File: src/logic/dpll_pd_pkg.sv
// Shared constants, register map and carrier types for the loop phase-detector configuration block
package dpll_pd_pkg;

  // ----------------------------------------------------------------
  // Register offsets on the microprocessor port
  // ----------------------------------------------------------------
  localparam logic [7:0] OFS_MAIN_DAMP = 8'h6B;
  localparam logic [7:0] OFS_AUX_GAIN = 8'h6C;
  localparam logic [7:0] OFS_MAIN_GAIN = 8'h6D;
  localparam logic [7:0] OFS_SHIFT_LO = 8'h70;
  localparam logic [7:0] OFS_SHIFT_HI = 8'h71;
  localparam logic [7:0] OFS_BUILDOUT = 8'h72;
  localparam logic [7:0] OFS_FINE = 8'h73;
  localparam logic [7:0] OFS_COARSE = 8'h74;

  // ----------------------------------------------------------------
  // Reset values
  // ----------------------------------------------------------------
  localparam logic [7:0] RST_MAIN_DAMP = 8'h13;
  localparam logic [7:0] RST_GAIN = 8'hC2;
  localparam logic [7:0] RST_SHIFT_LO = 8'h00;
  localparam logic [7:0] RST_SHIFT_HI = 8'h00;
  localparam logic [7:0] RST_BUILDOUT = 8'h00;
  localparam logic [7:0] RST_FINE = 8'hA2;
  localparam logic [7:0] RST_COARSE = 8'h85;
  localparam logic [7:0] RDATA_NONE = 8'h00;

  // ----------------------------------------------------------------
  // Field positions
  // ----------------------------------------------------------------
  localparam int BIT_ENABLE = 7;
  localparam int BIT_WIDE = 6;
  localparam int BIT_MULTI = 5;
  localparam int BIT_INACT = 6;
  localparam int HI_FIELD_MSB = 6;
  localparam int HI_FIELD_LSB = 4;
  localparam int LO_FIELD_MSB = 2;
  localparam int COARSE_MSB = 3;
  localparam logic [5:0] BUILDOUT_MASK = 6'h3F;

  // ----------------------------------------------------------------
  // Damping codes and factors (factor times ten)
  // ----------------------------------------------------------------
  localparam logic [2:0] DAMP_1 = 3'h1;
  localparam logic [2:0] DAMP_2 = 3'h2;
  localparam logic [2:0] DAMP_4 = 3'h4;
  localparam logic [2:0] DAMP_5 = 3'h5;
  localparam logic [7:0] DF_1P2 = 8'h0C;
  localparam logic [7:0] DF_2P5 = 8'h19;
  localparam logic [7:0] DF_5 = 8'h32;
  localparam logic [7:0] DF_10 = 8'h64;
  localparam logic [7:0] DF_20 = 8'hC8;
  // Bandwidth classes: 0 up to 4 Hz, 1 8 Hz, 2 18 Hz, 3 35 Hz, 4 70 Hz
  localparam logic [2:0] BW_8HZ = 3'h1;
  localparam logic [2:0] BW_18HZ = 3'h2;
  localparam logic [2:0] BW_35HZ = 3'h3;
  localparam logic [2:0] BW_70HZ = 3'h4;

  // ----------------------------------------------------------------
  // Phase arithmetic
  // ----------------------------------------------------------------
  localparam int FRAC_W = 11;
  localparam int CYC_W = 15;
  localparam int PH_W = CYC_W + FRAC_W;
  localparam logic [3:0] COARSE_TOP_CODE = 4'hB;
  localparam logic [12:0] SPAN_MAX = 13'h1FFF;
  localparam logic [12:0] SPAN_ONE = 13'h0001;

  // Offset ramp states
  typedef enum logic [1:0] {
    RAMP_HOLD = 2'b01,
    RAMP_MOVE = 2'b10
  } ramp_t;

  // Status of one loop from the surrounding loop logic
  typedef struct packed {
    logic analog_fb;
    logic low_rate;
  } loop_mode_t;

  // Register port request
  typedef struct packed {
    logic cs;
    logic wr;
    logic rd;
    logic [7:0] addr;
    logic [7:0] wdata;
  } cpu_req_t;

  // Whole state of the top module
  typedef struct packed {
    logic [7:0] damp;
    logic [7:0] aux_gain;
    logic [7:0] main_gain;
    logic [7:0] shift_lo;
    logic [7:0] shift_hi;
    logic [7:0] buildout;
    logic [7:0] fine;
    logic [7:0] coarse;
    logic [7:0] rdata;
    logic [7:0] damp_x10;
    logic loss;
    logic [PH_W-1:0] loop_phase;
    logic [15:0] shift_out;
    ramp_t ramp;
  } cfg_state_t;

endpackage

File: src/logic/dpll_phase_detector_config.sv
// Main loop damping, gain for both timing loops, phase shift and phase-loss configuration
`timescale 1ns/10ps

// Behaviour
// - Damping codes 1, 2, 4 and 5 map by bandwidth
// - Damping selection resets to code 011
// - Main loop auto analog low-rate uses damping bits 6:4
// - Digital feedback always uses digital gain
// - Auto off always selects digital gain
// - Fine limit enable gates fine phase loss
// - Coarse limit enable gates coarse phase loss
// - Coarse code sets span 2^(n+1)-1, max 8191
// - Wide-range bit enables multi-cycle tracking
// - Wide-range span from coarse limit field
// - Multi-cycle bit feeds long phase to loop
// - Without multi-cycle, loop phase limited 360 degrees
module dpll_phase_detector_config
  import dpll_pd_pkg::*;
(
  input wire logic clk,
  input wire logic rst,
  input wire cpu_req_t cpu_req,
  output logic [7:0] cpu_rdata,
  input wire loop_mode_t main_mode,
  input wire loop_mode_t aux_mode,
  input wire logic [2:0] aux_lowrate_analog_gain,
  input wire logic [2:0] main_bw_class,
  input wire logic signed [CYC_W-1:0] meas_cycles,
  input wire logic [FRAC_W-1:0] meas_frac,
  input wire logic [2:0] fine_err,
  input wire logic ref_inactive,
  input wire logic loop_locked,
  input wire logic buildout_on,
  input wire logic ramp_off,
  output logic [2:0] main_loop_damping_sel,
  output logic [7:0] damping_x10,
  output logic [2:0] main_pd_gain,
  output logic [2:0] aux_pd_gain,
  output logic phase_loss,
  output logic wide_range_on,
  output logic multicycle_response_on,
  output logic signed [PH_W-1:0] loop_phase,
  output logic signed [15:0] output_shift,
  output logic [5:0] buildout_mean_shift
);

  // ----------------------------------------------------------------
  // State and helpers
  // ----------------------------------------------------------------
  cfg_state_t s_q; // Registered state
  cfg_state_t s_d; // Next state
  logic [12:0] span; // Coarse tracking span in cycles
  logic [CYC_W-1:0] cyc_abs; // Error magnitude in cycles
  logic signed [PH_W-1:0] meas; // Combined measured phase
  logic signed [PH_W-1:0] lim; // Allowed loop phase magnitude
  logic [15:0] shift_tgt; // Phase shift target

  // Damping factor by code and bandwidth class
  function automatic logic [7:0] damp_factor(input logic [2:0] code, input logic [2:0] bw);
    logic [7:0] f;
    f = DF_5;
    unique case (code)
      DAMP_1: f = (bw >= BW_18HZ) ? DF_1P2 : (bw == BW_8HZ) ? DF_2P5 : DF_5;
      DAMP_2: f = (bw >= BW_18HZ) ? DF_2P5 : DF_5;
      DAMP_4: f = (bw >= BW_35HZ) ? DF_10 : DF_5;
      DAMP_5: f = (bw == BW_70HZ) ? DF_20 : (bw == BW_35HZ) ? DF_10 : DF_5;
      default: f = DF_5;
    endcase
    return f;
  endfunction

  // ----------------------------------------------------------------
  // Phase detector arithmetic
  // ----------------------------------------------------------------
  // Span, magnitude, measurement and clamp limit
  always_comb begin
    if (s_q.coarse[COARSE_MSB:0] > COARSE_TOP_CODE) begin
      span = SPAN_MAX;
    end else begin
      span = 13'((13'h0002 << s_q.coarse[COARSE_MSB:0]) - 13'h0001);
    end
    cyc_abs = meas_cycles[CYC_W-1] ? CYC_W'(-meas_cycles) : meas_cycles;
    meas = {meas_cycles, meas_frac};
    if (s_q.coarse[BIT_MULTI] && s_q.coarse[BIT_WIDE]) begin
      lim = PH_W'({span, {FRAC_W{1'b0}}});
    end else begin
      lim = PH_W'({SPAN_ONE, {FRAC_W{1'b0}}});
    end
  end

  assign shift_tgt = buildout_on ? 16'h0000 : {s_q.shift_hi, s_q.shift_lo};

  // ----------------------------------------------------------------
  // Next state
  // ----------------------------------------------------------------
  // Register writes, read data, damping, loss, loop phase and shift ramp
  always_comb begin
    s_d = s_q;
    s_d.rdata = RDATA_NONE;
    if (cpu_req.cs && cpu_req.wr) begin
      unique case (cpu_req.addr)
        OFS_MAIN_DAMP: s_d.damp = cpu_req.wdata;
        OFS_AUX_GAIN: s_d.aux_gain = cpu_req.wdata;
        OFS_MAIN_GAIN: s_d.main_gain = cpu_req.wdata;
        OFS_SHIFT_LO: s_d.shift_lo = cpu_req.wdata;
        OFS_SHIFT_HI: s_d.shift_hi = cpu_req.wdata;
        OFS_BUILDOUT: s_d.buildout = cpu_req.wdata & {2'b00, BUILDOUT_MASK};
        OFS_FINE: s_d.fine = cpu_req.wdata;
        OFS_COARSE: s_d.coarse = cpu_req.wdata;
        default: s_d.rdata = RDATA_NONE;
      endcase
    end
    if (cpu_req.cs && cpu_req.rd) begin
      unique case (cpu_req.addr)
        OFS_MAIN_DAMP: s_d.rdata = s_q.damp;
        OFS_AUX_GAIN: s_d.rdata = s_q.aux_gain;
        OFS_MAIN_GAIN: s_d.rdata = s_q.main_gain;
        OFS_SHIFT_LO: s_d.rdata = s_q.shift_lo;
        OFS_SHIFT_HI: s_d.rdata = s_q.shift_hi;
        OFS_BUILDOUT: s_d.rdata = s_q.buildout;
        OFS_FINE: s_d.rdata = s_q.fine;
        OFS_COARSE: s_d.rdata = s_q.coarse;
        default: s_d.rdata = RDATA_NONE;
      endcase
    end
    // Damping factor; unused codes fall back to 5
    s_d.damp_x10 = damp_factor(s_q.damp[LO_FIELD_MSB:0], main_bw_class);
    // Phase loss from the enabled detectors
    s_d.loss = (s_q.fine[BIT_ENABLE] && (fine_err > s_q.fine[LO_FIELD_MSB:0]))
      || (s_q.coarse[BIT_ENABLE] && (cyc_abs > CYC_W'(span)))
      || (s_q.fine[BIT_INACT] && ref_inactive);
    // Loop phase clamped to the allowed range
    if (meas > lim) begin
      s_d.loop_phase = lim;
    end else if (meas < -lim) begin
      s_d.loop_phase = -lim;
    end else begin
      s_d.loop_phase = meas;
    end
    // Output shift: jump when free or ramp_off is set, step by one while locked with the ramp enabled
    unique case (s_q.ramp)
      RAMP_HOLD: begin
        if (s_q.shift_out != shift_tgt) begin
          if (loop_locked && !ramp_off) begin
            s_d.ramp = RAMP_MOVE;
          end else begin
            s_d.shift_out = shift_tgt;
          end
        end
      end
      RAMP_MOVE: begin
        if (s_q.shift_out == shift_tgt) begin
          s_d.ramp = RAMP_HOLD;
        end else if ($signed(s_q.shift_out) < $signed(shift_tgt)) begin
          s_d.shift_out = 16'(s_q.shift_out + 16'h0001);
        end else begin
          s_d.shift_out = 16'(s_q.shift_out - 16'h0001);
        end
      end
    endcase
  end

  // ----------------------------------------------------------------
  // State register
  // ----------------------------------------------------------------
  // Register all state; reset loads documented defaults
  always_ff @(posedge clk or posedge rst) begin
    if (rst) begin
      s_q.damp <= RST_MAIN_DAMP;
      s_q.aux_gain <= RST_GAIN;
      s_q.main_gain <= RST_GAIN;
      s_q.shift_lo <= RST_SHIFT_LO;
      s_q.shift_hi <= RST_SHIFT_HI;
      s_q.buildout <= RST_BUILDOUT;
      s_q.fine <= RST_FINE;
      s_q.coarse <= RST_COARSE;
      s_q.rdata <= RDATA_NONE;
      s_q.damp_x10 <= DF_5;
      s_q.loss <= 1'b0;
      s_q.loop_phase <= '0;
      s_q.shift_out <= 16'h0000;
      s_q.ramp <= RAMP_HOLD;
    end else begin
      s_q <= s_d;
    end
  end

  // ----------------------------------------------------------------
  // Gain selectors
  // ----------------------------------------------------------------
  // Main loop gain; low-rate field lives in the damping register
  pd_gain_select u_main_gain (
    .clk(clk),
    .rst(rst),
    .auto_on(s_q.main_gain[BIT_ENABLE]),
    .lowrate_gain(s_q.damp[HI_FIELD_MSB:HI_FIELD_LSB]),
    .highrate_gain(s_q.main_gain[HI_FIELD_MSB:HI_FIELD_LSB]),
    .digital_gain(s_q.main_gain[LO_FIELD_MSB:0]),
    .mode(main_mode),
    .gain_q(main_pd_gain)
  );

  // Auxiliary loop gain
  pd_gain_select u_aux_gain (
    .clk(clk),
    .rst(rst),
    .auto_on(s_q.aux_gain[BIT_ENABLE]),
    .lowrate_gain(aux_lowrate_analog_gain),
    .highrate_gain(s_q.aux_gain[HI_FIELD_MSB:HI_FIELD_LSB]),
    .digital_gain(s_q.aux_gain[LO_FIELD_MSB:0]),
    .mode(aux_mode),
    .gain_q(aux_pd_gain)
  );

  // ----------------------------------------------------------------
  // Outputs
  // ----------------------------------------------------------------
  assign cpu_rdata = s_q.rdata;
  assign main_loop_damping_sel = s_q.damp[LO_FIELD_MSB:0];
  assign damping_x10 = s_q.damp_x10;
  assign phase_loss = s_q.loss;
  assign wide_range_on = s_q.coarse[BIT_WIDE];
  assign multicycle_response_on = s_q.coarse[BIT_MULTI];
  assign loop_phase = s_q.loop_phase;
  assign output_shift = s_q.shift_out;
  assign buildout_mean_shift = s_q.buildout[5:0];
endmodule

File: src/logic/pd_gain_select.sv
// Secondary phase detector gain choice for one loop
`timescale 1ns/10ps

module pd_gain_select
  import dpll_pd_pkg::*;
(
  input wire logic clk,
  input wire logic rst,
  input wire logic auto_on,
  input wire logic [2:0] lowrate_gain,
  input wire logic [2:0] highrate_gain,
  input wire logic [2:0] digital_gain,
  input wire loop_mode_t mode,
  output logic [2:0] gain_q
);

  // ----------------------------------------------------------------
  // Gain choice
  // ----------------------------------------------------------------
  logic [2:0] gain_d; // Next gain

  // Pick the gain field from the locking mode
  always_comb begin
    if (!auto_on) begin
      gain_d = digital_gain;
    end else if (!mode.analog_fb) begin
      gain_d = digital_gain;
    end else if (mode.low_rate) begin
      gain_d = lowrate_gain;
    end else begin
      gain_d = highrate_gain;
    end
  end

  // Register the choice; digital gain reset field
  always_ff @(posedge clk or posedge rst) begin
    if (rst) begin
      gain_q <= RST_GAIN[2:0];
    end else begin
      gain_q <= gain_d;
    end
  end

endmodule

File: config.mk
export PLATFORM = sky130hd
export DESIGN_NAME = dpll_phase_detector_config
export DESIGN_NICKNAME = d
export VERILOG_FILES = /design/src/logic/dpll_pd_pkg.sv /design/src/logic/dpll_phase_detector_config.sv /design/src/logic/pd_gain_select.sv
export SDC_FILE = /design/constraint.sdc
export NUM_CORES = 1
export LEC_CHECK = 0
export BUFFER_PORTS_ARGS = -buffer_cell sky130_fd_sc_hd__buf_2
export CAP_MARGIN = 5
export CORE_MARGIN = 4
export CORE_UTILIZATION = 35
export DETAILED_ROUTE_END_ITERATION = 16
export SLEW_MARGIN = 5
export SYNTH_ARGS = -nofsm -noshare
export SYNTH_HDL_FRONTEND = slang
export SYNTH_SLANG_ARGS = --single-unit
File: constraint.sdc
create_clock -name clk -period 6.3 [get_ports clk]
set_input_delay 0.63 -clock clk [delete_from_list [all_inputs] [get_ports clk]]
set_output_delay 0.63 -clock clk [all_outputs]
set_load 0.005 [all_outputs]
==> results.py <==
metrics = {
    "setup_path": {
        "worstReg2RegEnd": "loop_phase[22]",
        "startpoint": "s_q[62]",
        "path_class": "flop to flop",
        "r2r_start": "s_q[62]",
        "cp-start-kind": "flop",
        "required_ns": 6.60,
        "cp.arrival_ns": 5.43,
        "worstRegToRegCells": 17,
        "rrSetupSlack_ns": 1.17,
        "crit_fanout": 37,
        "endpoint_kind": "flop",
    },
    "synthesis": {
        "syn_avg_cell_area_um2": 9.58,
        "synth.area.top_cells": "dfrtp_1 31%, ha_1 10%, mux2_2 6.6%",
        "syn_area_um2": 8840,
        "synth_most_common_cell": "dfrtp_1",
        "syn_nets": 1062,
        "synthDistinctLibCells": 78,
        "syn_inst": 923,
        "yosysWarnings": 0,
        "synth_common_cells": "108 x dfrtp_1, 77 x nand2_1, 74 x ha_1",
        "synth.top_cell.area_share_pct": 30.6,
        "synth_edf_count": 0,
        "async_flop_share_pct": 100,
        "ys_seq_area_share_pct": 36.8,
        "synth_top_area_cell": "dfrtp_1",
        "ys_ff_latch": 129,
        "synthFlopType": "dfrtp_1",
    },
    "global_route": {
        "track_usage_pct": 16.4,
        "overflow": 0,
        "antenna_found_initial": 1,
        "grt_pass1_vias": 6721,
        "grt_pass1_wl_mm": 36.9,
        "grt_max_degree": 73,
    },
    "sta": {
        "final_max_slew_viol_count": 0,
        "skew_ns": 0.0115,
        "rsz0062_at_grt": "no",
        "relSlewSlack_pct": 23.4,
        "fin_crit_ns": 5.13,
        "post-route-period-util_pct": 81.5,
        "setup_tns_ns": 0,
        "fmax_mhz": 195,
        "hold_viol": 0,
        "worst_pin_slew_ns": 1.15,
        "setup_viol": 0,
    },
    "run": {
        "cap_violations": 0,
    },
    "power_and_ir_drop": {
        "p_leak_uw": 0.00467,
        "peakVddDrop_mv": 0.245,
        "swShare_pct": 35.5,
        "p_per_area_nw_per_um2": 378,
        "p_clk_share_pct": 30.0,
        "p_sw_uw": 1340,
        "p_seq_share_pct": 27.1,
        "pwr-share-comb_pct": 42.8,
        "p_int_uw": 2430,
    },
    "route": {
        "num_vias": 6921,
        "vias_per_cell": 5.26,
        "wl_mm": 23.0,
        "avgRoutedWirePerCell_um": 17.5,
        "drtPass1Iterations": 5,
        "first_iter_violations": 485,
        "ant_nets": 0,
        "post-route-drc-count": 0,
    },
    "floorplan": {
        "initial_core_util_pct": 35.9,
        "die_h_um": 167,
        "row_count": 57,
        "fp.coreArea_um2": 24600,
        "fp.dieW_um": 167,
        "io_pins": 140,
        "die_area_um2": 27900,
    },
    "place": {
        "gp_congestion": 0.880,
        "portBuffers": 139,
        "place_area_um2": 9310,
        "dp_hpwl_mm": 17.1,
    },
    "cells_and_area": {
        "final_layout_size_suffix_gt1_share_pct": 26.4,
        "area_delta_synth_final_pct": 12.8,
        "final_area_um2": 9980,
        "final_nets": 1117,
        "nFillCells": 2469,
    },
    "worst_hold_path": {
        "min_path_type": "input port to async pin",
    },
    "cts": {
        "cts_buffer_depth": 2,
        "cts_sinks": 129,
        "post_cts_buffers": 0,
        "cts.clk_slew.worst_paths_ns": 0.06,
        "clock_insertion_delay_worst_skew_ns": 0.42,
        "cts_resized": 0,
        "htree_levels": 4,
        "cts_tree": "done",
        "cts_buffers": 17,
        "hold_buffers": 0,
        "clockRootBuffer": "clkbuf_16",
    },
    "run_status": {
        "run_status": "complete, no violations",
    },
}
critical path, stage by stage, from the launching register on:
cell and delay [ns]:
dfrtp_1 0.53, nor4_1 0.44, inv_1 0.11, ha_1 0.26, xnor2_1 0.14, and2_1 0.14, o21ai_0 0.07, o21ai_0 0.12
and2_1 0.26, inv_1 0.09, ha_1 0.30, or4_1 0.45, nor3_1 0.16, o21ai_0 0.12, a221o_1 0.31, ha_1 1.05
a21oi_1 0.12, mux2_1 0.33
cell type report:
class	count	area (um^2)	area share, %
inverters	44	170	1.71
repair buffers	142	718	7.20
flip-flops and latches	129	3250	32.6
diodes	1	2.50	0.0251
multi-input cells	644	4760	47.7
clock inverters	10	194	1.94
clock buffers	22	474	4.75
well taps	324	405	4.06
per-stage QoR:
step,hold slack [ns],util (%),setup WS [ns],cells,power [uW]
after global routing,0.376,40.6,0.620,1316,4070
after floorplan,0.459,-,1.47,923,2360
final,0.320,40.6,1.17,1316,3770
after detailed placement,0.480,37.8,0.896,1283,2650
after global placement,0.478,37.8,0.960,1283,2630
after CTS,0.341,40.5,1.15,1315,3800
kinds of logic after synthesis:
| group | count (synthesis) | share of synthesized area (%) |
|---|---|---|
| compound gates | 216 | 15.8 |
| mux | 85 | 10.5 |
| buf+inv | 150 | 9.44 |
| xor+xnor | 19 | 1.88 |
| simple gates | 249 | 14.8 |
| flops | 129 | 36.8 |
| fa+ha+maj | 75 | 10.7 |
cells in the final DEF, fill, tap and decap left out, types with 7 or more instances in the layout:
cell type,netlist,routed
a21oi_1,53,53
and2_1,10,10
mux2_1,13,13
nor3b_1,13,13
a211oi_1,8,8
nor2_1,50,50
nand2_1,77,77
mux2_2,52,52
o21ai_1,8,7
a222oi_1,11,11
nand3_1,15,15
inv_1,43,42
a31oi_1,8,8
nor3_1,15,15
clkbuf_16,0,17
dfstp_2,21,21
a21o_1,13,13
mux2i_1,20,20
dfrtp_1,108,108
ha_1,74,74
buf_2,7,139
xnor2_1,18,18
nor2b_1,18,17
nand2b_1,8,8
o21ai_0,57,57
worst max path at each step:
stage,to,slack [ns]
after global placement,output_shift[15],0.96
after global routing,loop_phase[14],0.62
after detailed placement,output_shift[15],0.90
after CTS,loop_phase[22],1.15
after floorplan,output_shift[15],1.47
final,loop_phase[22],1.17
routing by layer:
| layer | vias up | track usage [%] | wire length (um) | share of wire (%) |
|---|---|---|---|---|
| li1 | 3369 | - | - | - |
| met1 | 3367 | 21.7 | 10400 | 45 |
| met2 | 156 | 27.2 | 11200 | 49 |
| met3 | 29 | 2.87 | 877 | 3.8 |
| met4 | 0 | 5.62 | 480 | 2.1 |
| met5 | - | 0 | 0 | 0 |
registers in the layout, summed over array words and instances, names as in the netlist:
register and cells:
output_shift 16, multicycle_response_on 1, main_loop_damping_sel 3, u_aux_gain.gain_q 3
buildout_mean_shift 6, loop_phase 26, u_main_gain.gain_q 3, damping_x10 8
cpu_rdata 8, s_q 53, phase_loss 1, wide_range_on 1
power groups by stage:
stage                     registers [uW]  logic [uW]  clock network [uW]
after floorplan                     1000        1360                   0
after global placement              1040        1590                   0
after detailed placement            1040        1610                   0
after CTS                           1020        1620                1160
after global routing                1040        1830                1200
final                               1020        1620                1130
(Power assumes the default switching activity.)
